**config.mk**
```make
export PLATFORM = sky130hd
export DESIGN_NAME = uref_top
export DESIGN_NICKNAME = d
export VERILOG_FILES = /design/src/uref_pkg.sv /design/src/uref_check.sv /design/src/uref_top.sv
export VERILOG_INCLUDE_DIRS = /design/src
export SDC_FILE = /design/constraint.sdc
export NUM_CORES = 1
export LEC_CHECK = 0
export BUFFER_PORTS_ARGS = -buffer_cell sky130_fd_sc_hd__buf_4
export CAP_MARGIN = 20
export CORE_UTILIZATION = 42
export DETAILED_ROUTE_END_ITERATION = 10
export GPL_TIMING_DRIVEN = 0
export PLACE_DENSITY = 0.73
export SLEW_MARGIN = 10
export SYNTH_ARGS = -nofsm -noshare
export SYNTH_HDL_FRONTEND = slang
export SYNTH_SLANG_ARGS = --single-unit
```
**constraint.sdc**
```tcl
create_clock -name REF_CLK -period 2.34 [get_ports REF_CLK]
set_clock_uncertainty 0.2 [all_clocks]
set_input_delay 0 -clock REF_CLK [delete_from_list [all_inputs] [get_ports REF_CLK]]
set_output_delay 0 -clock REF_CLK [all_outputs]
set_load 0.03 [all_outputs]
```
**src/uref_consts.svh**
```systemverilog
// register offsets, field positions, reset values and bus codes
`ifndef UREF_CONSTS_SVH
`define UREF_CONSTS_SVH
`define UREF_ADDR_W 4
`define UREF_OFS_CTRL 4'h0
`define UREF_OFS_STATUS 4'h4
`define UREF_OFS_RXBUF 4'h8
`define UREF_CTRL_POWER_BIT 7
`define UREF_CTRL_RXE_BIT 6
`define UREF_CTRL_PAR_HI 3
`define UREF_CTRL_PAR_LO 2
`define UREF_CTRL_LEN8_BIT 1
`define UREF_CTRL_STOP2_BIT 0
`define UREF_STAT_FULL_BIT 3
`define UREF_STAT_PE_BIT 2
`define UREF_STAT_FE_BIT 1
`define UREF_STAT_OVE_BIT 0
`define UREF_RXBUF_RESET 8'hff
`define UREF_PAR_NONE 2'h0
`define UREF_PAR_ZERO 2'h1
`define UREF_PAR_ODD 2'h2
`define UREF_PAR_EVEN 2'h3
`define UREF_RESP_OKAY 2'h0
`define UREF_RESP_DECERR 2'h3
`endif

```
**src/uref_pkg.sv**
```systemverilog
// types shared by the receive error flag block
package uref_pkg;
  typedef struct packed {
    logic power;
    logic rx_enable;
    logic [1:0] parity_mode;
    logic len8;
    logic stop2;
  } uref_ctrl_t;
  typedef struct packed {
    logic full;
    logic parity_error_flag;
    logic framing_error_flag;
    logic overrun_error_flag;
  } uref_status_t;
  typedef struct packed {
    logic [7:0] data;
    logic parity_bit;
    logic stop_bit;
  } uref_char_t;
endpackage

```
**src/uref_check.sv**
```systemverilog
// parity and framing check of one received character
`timescale 1ns/1ps
`include "uref_consts.svh"
module uref_check (
  // character and its format
  input wire uref_pkg::uref_char_t ch,
  input wire logic [1:0] parity_mode,
  input wire logic len8,
  // results
  output logic parity_err,
  output logic frame_err
);
  logic odd_ones;
  always_comb begin
    odd_ones = len8 ? ^ch.data : ^ch.data[6:0];
    unique case (parity_mode)
      `UREF_PAR_NONE: parity_err = 1'b0;
      `UREF_PAR_ZERO: parity_err = ch.parity_bit;
      `UREF_PAR_ODD: parity_err = ~(odd_ones ^ ch.parity_bit);
      `UREF_PAR_EVEN: parity_err = odd_ones ^ ch.parity_bit;
    endcase
    // second stop bit never looked at, whatever the stop length
    frame_err = ~ch.stop_bit;
  end
endmodule

```
**src/uref_top.sv**
```systemverilog
// receive error flags of a serial port with an AXI4-Lite register slave
//
// Chosen here: the AXI4-Lite register port and the register addresses.
`timescale 1ns/1ps
`include "uref_consts.svh"
module uref_top (
  // clock and reset
  input wire logic REF_CLK,
  input wire logic RST,
  // axi4-lite write address and data
  input wire logic [`UREF_ADDR_W-1:0] S_AXI_AWADDR,
  input wire logic S_AXI_AWVALID,
  output logic S_AXI_AWREADY,
  input wire logic [31:0] S_AXI_WDATA,
  input wire logic [3:0] S_AXI_WSTRB,
  input wire logic S_AXI_WVALID,
  output logic S_AXI_WREADY,
  // axi4-lite write response
  output logic [1:0] S_AXI_BRESP,
  output logic S_AXI_BVALID,
  input wire logic S_AXI_BREADY,
  // axi4-lite read
  input wire logic [`UREF_ADDR_W-1:0] S_AXI_ARADDR,
  input wire logic S_AXI_ARVALID,
  output logic S_AXI_ARREADY,
  output logic [31:0] S_AXI_RDATA,
  output logic [1:0] S_AXI_RRESP,
  output logic S_AXI_RVALID,
  input wire logic S_AXI_RREADY,
  // character from the receive shifter
  input wire logic RX_DONE,
  input wire uref_pkg::uref_char_t RX_CHAR,
  // control to the rest of the port
  output logic PORT_POWER_CONTROL,
  output logic RECEIVE_ENABLE_BIT,
  output logic STOP_LENGTH_SELECT,
  output logic RECEIVE_COMPLETE_EVENT
);
  uref_pkg::uref_ctrl_t ctrl, next_ctrl;
  uref_pkg::uref_status_t stat, next_stat;
  logic [7:0] receive_buffer_reg, next_receive_buffer_reg;
  logic rx_event, next_rx_event;
  logic aw_held, next_aw_held;
  logic w_held, next_w_held;
  logic [`UREF_ADDR_W-1:0] aw_addr, next_aw_addr;
  logic [31:0] w_data, next_w_data;
  logic w_lane0, next_w_lane0;
  logic awready, next_awready;
  logic wready, next_wready;
  logic bvalid, next_bvalid;
  logic [1:0] bresp, next_bresp;
  logic arready, next_arready;
  logic rvalid, next_rvalid;
  logic [31:0] rdata, next_rdata;
  logic [1:0] rresp, next_rresp;
  logic parity_err, frame_err;
  logic take_char, do_write, do_read, read_buf;

  uref_check u_check (
    .ch(RX_CHAR),
    .parity_mode(ctrl.parity_mode),
    .len8(ctrl.len8),
    .parity_err(parity_err),
    .frame_err(frame_err)
  );

  // a disabled or powered-down receiver ignores the shifter entirely
  assign take_char = RX_DONE & ctrl.power & ctrl.rx_enable;
  assign do_write = aw_held & w_held & ~bvalid;
  assign do_read = S_AXI_ARVALID & arready;
  assign read_buf = do_read & (S_AXI_ARADDR == `UREF_OFS_RXBUF);

  // bus handshake: address and data taken in either order
  always_comb begin
    next_aw_held = aw_held;
    next_w_held = w_held;
    next_aw_addr = aw_addr;
    next_w_data = w_data;
    next_w_lane0 = w_lane0;
    next_bvalid = bvalid;
    next_bresp = bresp;
    if (S_AXI_AWVALID && awready) begin
      next_aw_held = 1'b1;
      next_aw_addr = S_AXI_AWADDR;
    end
    if (S_AXI_WVALID && wready) begin
      next_w_held = 1'b1;
      next_w_data = S_AXI_WDATA;
      next_w_lane0 = S_AXI_WSTRB[0];
    end
    if (do_write) begin
      next_aw_held = 1'b0;
      next_w_held = 1'b0;
      next_bvalid = 1'b1;
      next_bresp = (aw_addr == `UREF_OFS_CTRL ||
                    aw_addr == `UREF_OFS_STATUS ||
                    aw_addr == `UREF_OFS_RXBUF) ?
                   `UREF_RESP_OKAY : `UREF_RESP_DECERR;
    end
    if (bvalid && S_AXI_BREADY) begin
      next_bvalid = 1'b0;
    end
    // no new write accepted until the response is gone
    next_awready = ~next_aw_held & ~next_bvalid;
    next_wready = ~next_w_held & ~next_bvalid;
  end

  // read channel: answer one cycle after the address is taken
  always_comb begin
    next_arready = arready;
    next_rvalid = rvalid;
    next_rdata = rdata;
    next_rresp = rresp;
    if (do_read) begin
      next_arready = 1'b0;
      next_rvalid = 1'b1;
      next_rresp = `UREF_RESP_OKAY;
      unique case (S_AXI_ARADDR)
        `UREF_OFS_CTRL: next_rdata = {24'h000000, ctrl.power,
                                      ctrl.rx_enable, 2'h0,
                                      ctrl.parity_mode, ctrl.len8,
                                      ctrl.stop2};
        `UREF_OFS_STATUS: next_rdata = {28'h0000000, stat};
        `UREF_OFS_RXBUF: next_rdata = {24'h000000, receive_buffer_reg};
        default: begin
          next_rdata = 32'h00000000;
          next_rresp = `UREF_RESP_DECERR;
        end
      endcase
    end else if (rvalid && S_AXI_RREADY) begin
      next_rvalid = 1'b0;
      next_arready = 1'b1;
    end
  end

  // control register, byte lane 0 only
  always_comb begin
    next_ctrl = ctrl;
    if (do_write && aw_addr == `UREF_OFS_CTRL && w_lane0) begin
      next_ctrl.power = w_data[`UREF_CTRL_POWER_BIT];
      next_ctrl.rx_enable = w_data[`UREF_CTRL_RXE_BIT];
      next_ctrl.parity_mode = w_data[`UREF_CTRL_PAR_HI:`UREF_CTRL_PAR_LO];
      next_ctrl.len8 = w_data[`UREF_CTRL_LEN8_BIT];
      next_ctrl.stop2 = w_data[`UREF_CTRL_STOP2_BIT];
    end
  end

  // status flags and receive buffer
  always_comb begin
    next_stat = stat;
    next_receive_buffer_reg = receive_buffer_reg;
    if (do_write && aw_addr == `UREF_OFS_STATUS && w_lane0) begin
      // and-ing with the written bit: zero clears, one keeps
      next_stat.parity_error_flag = stat.parity_error_flag &
                                    w_data[`UREF_STAT_PE_BIT];
      next_stat.framing_error_flag = stat.framing_error_flag &
                                     w_data[`UREF_STAT_FE_BIT];
      next_stat.overrun_error_flag = stat.overrun_error_flag &
                                     w_data[`UREF_STAT_OVE_BIT];
    end
    if (read_buf) begin
      next_stat.full = 1'b0;
    end
    // detection after the clear so a same-cycle event is never lost
    if (take_char) begin
      if (parity_err) begin
        next_stat.parity_error_flag = 1'b1;
      end
      if (frame_err) begin
        next_stat.framing_error_flag = 1'b1;
      end
      // unread character still in the buffer: keep it, drop the new one
      if (stat.full && !read_buf) begin
        next_stat.overrun_error_flag = 1'b1;
      end else begin
        next_receive_buffer_reg = RX_CHAR.data;
        next_stat.full = 1'b1;
      end
    end
    // next control value so the flags drop at the same edge as the bit
    if (!next_ctrl.power || !next_ctrl.rx_enable) begin
      next_stat.parity_error_flag = 1'b0;
      next_stat.framing_error_flag = 1'b0;
      next_stat.overrun_error_flag = 1'b0;
      next_stat.full = 1'b0;
    end
    if (!next_ctrl.power) begin
      next_receive_buffer_reg = `UREF_RXBUF_RESET;
    end
    // event on every taken character, good or in error
    next_rx_event = take_char;
  end

  always_ff @(posedge REF_CLK or posedge RST) begin
    if (RST) begin
      ctrl <= '0;
      stat <= '0;
      receive_buffer_reg <= `UREF_RXBUF_RESET;
      rx_event <= 1'b0;
      aw_held <= 1'b0;
      w_held <= 1'b0;
      aw_addr <= '0;
      w_data <= 32'h00000000;
      w_lane0 <= 1'b0;
      awready <= 1'b1;
      wready <= 1'b1;
      bvalid <= 1'b0;
      bresp <= `UREF_RESP_OKAY;
      arready <= 1'b1;
      rvalid <= 1'b0;
      rdata <= 32'h00000000;
      rresp <= `UREF_RESP_OKAY;
    end else begin
      ctrl <= next_ctrl;
      stat <= next_stat;
      receive_buffer_reg <= next_receive_buffer_reg;
      rx_event <= next_rx_event;
      aw_held <= next_aw_held;
      w_held <= next_w_held;
      aw_addr <= next_aw_addr;
      w_data <= next_w_data;
      w_lane0 <= next_w_lane0;
      awready <= next_awready;
      wready <= next_wready;
      bvalid <= next_bvalid;
      bresp <= next_bresp;
      arready <= next_arready;
      rvalid <= next_rvalid;
      rdata <= next_rdata;
      rresp <= next_rresp;
    end
  end

  assign S_AXI_AWREADY = awready;
  assign S_AXI_WREADY = wready;
  assign S_AXI_BVALID = bvalid;
  assign S_AXI_BRESP = bresp;
  assign S_AXI_ARREADY = arready;
  assign S_AXI_RVALID = rvalid;
  assign S_AXI_RDATA = rdata;
  assign S_AXI_RRESP = rresp;
  assign PORT_POWER_CONTROL = ctrl.power;
  assign RECEIVE_ENABLE_BIT = ctrl.rx_enable;
  assign STOP_LENGTH_SELECT = ctrl.stop2;
  assign RECEIVE_COMPLETE_EVENT = rx_event;
endmodule

```
# Word level (Yosys, flattened, before mapping)
# Index checks and enable logic that the tools add are counted.
dict set report word_totals {
  elab_cells 100
  ff_bits 75
  output_inout_bits 45
}
dict set report op_classes {
  mux 27
  reduce_logical 23
  n_eq_ne 9
  bitwise_logic 17
}
# cell n
set ops {}
lappend ops {{two-way mux 8 bit} 3}
lappend ops {{one-hot mux 8 bit (3 select lines)} 1}
lappend ops {{two-way mux 1 bit} 16}
lappend ops {{AND 1 bit} 11}
lappend ops {{logical AND 1 bit} 9}
lappend ops {{== test 4 x 3 -> 1 bit (second input constant)} 2}
lappend ops {{== test 4 bit (second input constant)} 2}
lappend ops {{logical NOT 4 bit} 2}
lappend ops {{two-way mux 4 bit} 2}
lappend ops {{parity 8 bit} 1}
lappend ops {{parity 7 bit} 1}
lappend ops {{two-way mux 6 bit} 1}
lappend ops {{NOT 1 bit} 5}
lappend ops {{== test 2 bit (second input constant)} 2}
lappend ops {{two-way mux 2 bit} 2}
lappend ops {{one-hot mux 1 bit (4 select lines)} 1}
lappend ops {{logical NOT 1 bit} 3}
lappend ops {{logical OR 1 bit} 3}
lappend ops {{two-way mux 3 bit} 1}
lappend ops {{OR reduction 3 bit} 1}
lappend ops {{== test 2 x 1 -> 1 bit (second input constant)} 1}
lappend ops {{logical NOT 2 bit} 1}
lappend ops {{!= test 2 x 1 -> 1 bit (second input constant)} 1}
lappend ops {{!= test 2 bit (second input constant)} 1}
lappend ops {{3 further kinds} 3}

# Longest topological paths before layout
dict set report logic_depth {
  ltp_word 8
  ltp_mapped 5
}

# Hierarchy
# A second synthesis with hierarchy kept.
dict set report unflattened {
  hier_cells 215
  area_unflattened_um2 2324.7
}
# module cells_per_inst area_each_um2 n_inst
set modules_own_cells {}
lappend modules_own_cells {uref_top 200 2190.9 1}
lappend modules_own_cells {uref_check 15 133.9 1}

# Least setup slack after synthesis
# Ideal clock, no wire load.
dict set report synth_timing {
  kind {flip-flop to flip-flop}
  startpoint {reg aw_addr[1]}
  endpoint {reg stat[2] (netlist name)}
  arrival_ps 1667
  n_path_buf 0
  setup_ps 138
  required_time_ps 2002
  period_less_slack_ps 2005
  setup_slack_ps 335
  stages_incl_launch_ff 6
  cell_sequence {dfrtp_1 -> or4b_4 -> or3_4 -> o21a_1 -> a41oi_2 -> a311oi_1}
}
# element line_no
set synth_rtl {}
lappend synth_rtl {{from (decl)} uref_top.sv:45} ;# logic [`UREF_ADDR_W-1:0] aw_addr, next_aw_addr;
lappend synth_rtl {{from (signal assigned)} uref_top.sv:220} ;# aw_addr <= next_aw_addr;
lappend synth_rtl {{to (signal assigned)} uref_top.sv:215} ;# stat <= next_stat;
lappend synth_rtl {{to (decl)} uref_top.sv:40} ;# uref_pkg::uref_status_t stat, next_stat;

==> results.cfg <==
[critical_path]
crit_path_start_kind = flop
reg2reg_depth = 5
worstSetupStartpoint = aw_addr[1]$_DFFE_PP0P_
timing.critical_path.fanout_max = 3
timing.rr.start = aw_addr[1]$_DFFE_PP0P_
crit_arrival_ns = 2.08
cp-endpoint = stat[2]$_DFF_PP0_
r2r_setup_slack_ns = 0.22
criticalPathCategory = flop to flop
setup.worst_path.end_class = flop
worstPathRequired_ns = 2.30
r2r-end = stat[2]$_DFF_PP0_

[synthesis]
postSynthRegisterBits = 47
synth_top_family_by_area = multiplexers
yosysWarnings = 0
synth_ff_type = dfrtp_1
share_of_synthesized_cell_area_in_and_or_nand_and_nor_gates_pct = 12.57
yosysSeqAreaShare_pct = 51.07
post_synthesis_cells = 208
synth_enable_flop_cells = 0
yosys.area_share.xor_xnor_pct = 2.846
yosys.area_share.adder_pct = 0
synthesis.area_per_instance_um2 = 11.20
synth-compound-area-share_pct = 9.506
synthMuxAreaShare_pct = 14.18
asyncSetResetFlopFracSynth_pct = 100.0
syn-cell-area_um2 = 2330
netlist-cell-type-count = 37

[timing]
worst_slew_margin_rel_pct = 56.18
setup_viol = 0
final_critical_path_time_including_i_o_delays_and_setup_ns = 2.120
rsz0062_at_grt = false
layout_worst_path_cycle_share_pct = 90.61
finalHoldWorstSlack_ns = 0.02422
tightest_slew_ns = 0.6504
drv_slew = 0
hold_viol = 0
final.setup.tns_ns = 0
clock.fmax_mhz = 471.6

[clocking]
hold_buffers = 38
htreeDepth = 2
cts.repair.resized = 0
clk_path_buf_depth = 2
cts_inserted_buffers = 5
clock-sinks = 47
clkLatencyLatePin_ns = 0.30
cts_root_buffer = clkbuf_8
cts.repair_timing.setup_buffer_count = 0
clock_transition_time_at_the_flip_flop_clock_pins_of_the_worst_setup_and_hold_paths_ns = 0.09
cts_tree = built

[global_routing]
grt_overflow_total = 0
globalRouteMet1Util_pct = 21.47
gr-usage-met2_pct = 33.51
grt_pass1_wl_um = 8583
globalRouteMet3Util_pct = 4.790
grt_pass1_vias = 1912
grt_antenna_before_repair = 0
global_route.peak_usage_layer = met2
grt_max_degree = 27
gr-usage-all-layers_pct = 18.65

[run]
max-cap-violations = 0

[power]
switching_pwr_uw = 960.3
power.share.clock_pct = 23.9
power.share.sequential_pct = 41.4
leakage_uw = 0.001660
p_sw_share_pct = 32.91
p_int_uw = 1958
worst_ir_drop_vdd_mv = 0.5732
power.share.combinational_pct = 34.7
power.density_cell_area_nw_per_um2 = 849.6

[min_path]
hold_path_class = primary input to flop

[layout]
post-route-cell-area_um2 = 3435
synthToLayoutAreaGrowth_pct = 47.42
ff_latch_area_um2 = 1190
utilization_pct = 65.58
final_common_cell = buf_4
layout.cells.most_common_list = buf_4, dlygate4sd3_1, dfrtp_1, nand2_1, conb_1
finish.net_count = 392
antenna-diode-count = 0
layout.filler_cells = 421
layout_cells_sized_above_1_pct = 38.67
multi_input_area_um2 = 1001

[drt]
drc = 0
first_iter_violations = 61
drt-pass1-iter-count = 4
via_per_inst = 4.554
detail-route-antenna-nets = 0
num_vias = 1826
detail_route.wirelength_um = 5157
wire_length_per_cell_after_detailed_routing_um = 12.86

[status]
status = complete, no violations

[placed_design]
io_buffers = 53
detailed_place.area_um2 = 2922
hpwl_um = 3501
gp_weighted_congestion = 0.7257

[floorplanning]
initial_utilization_pct = 44.48
core.rowCount = 26
floorplan.die.width_um = 76.48
floorplan.core_area_um2 = 5238
dieHeight_um = 76.48
total_die_area_um2 = 5849
ioPinCount = 107
-- layer usage --
metal  part of all wire (%)  routed length (um)
met3                    5.9                 302
met5                      0                   0
met2                     50                2591
met1                     42                2182
met4                    1.6                  80
-- synthesized netlist by cell type (3+ instances only) --
cell type,number,share of area (%)
dfrtp_1,36,39
buf_4,26,8.4
nand2_1,26,4.2
mux2_2,20,9.7
o21ai_0,15,3.2
dfstp_2,11,12
mux2i_1,9,3.9
a22oi_1,6,1.9
inv_1,6,0.97
nor2_1,6,0.97
a21oi_1,5,1.1
nor3_1,5,1.1
nand3b_1,4,1.3
o21a_1,3,0.97
xnor2_1,3,1.1
-- per-stage QoR --
stage / total power [uW] / std cells / worst slack, ns
2_1_floorplan: 1798 / 231 / 0.3348
3_3_place_gp: 2059 / 354 / 0.2587
3_5_place_dp: 2099 / 355 / 0.2477
4_1_cts: 2906 / 401 / 0.2289
5_1_grt: 3070 / 401 / 0.08443
6_report: 2918 / 401 / 0.2197
-- worst max-delay path: stages, from the launching register on --
cell	delay, ns
dfrtp_1	0.40
or4b_4	0.57
or3_4	0.36
o21a_1	0.20
a41oi_2	0.15
a311oi_1	0.10
-- cell type report --
class	instances	share of cell area, %
Buffer	28	5.902
Clock buffer	6	2.113
Inverter	6	0.6557
Multi-Input combinational cell	150	29.14
Sequential cell	47	34.64
Clock inverter	2	1.749
Timing Repair Buffer	92	23.24
Tap cell	70	2.550
-- logic make-up after synthesis --
group,after synthesis
AND/OR/NAND/NOR,56
multiplexers,30
flip-flops,47
buffers and inverters,34
AO/OA/AOI/OAI,34
XOR/XNOR,6
other,1
-- worst min-delay path by stage --
stage	depth (start not counted)	endpoint	start
2_1_floorplan	1	S_AXI_ARREADY$_DFFE_PP1P_	S_AXI_ARVALID
3_3_place_gp	2	S_AXI_ARREADY$_DFFE_PP1P_	S_AXI_ARVALID
3_5_place_dp	2	S_AXI_RDATA[6]$_DFFE_PP0P_	RST
4_1_cts	4	S_AXI_RDATA[1]$_DFFE_PP0P_	S_AXI_ARADDR[2]
5_1_grt	4	S_AXI_RDATA[1]$_DFFE_PP0P_	S_AXI_ARADDR[2]
6_report	4	S_AXI_RDATA[1]$_DFFE_PP0P_	S_AXI_ARADDR[2]
-- power groups by stage --
| stage | clock (uW) | sequential, uW | combinational [uW] |
|---|---|---|---|
| finish | 696 | 1210 | 1010 |
| global route | 743 | 1240 | 1080 |
| CTS | 707 | 1200 | 1000 |
| detailed placement | 0 | 1210 | 888 |
| global placement | 0 | 1200 | 859 |
| floorplan | 0 | 1300 | 493 |
Power figures use the tool's default switching activity.
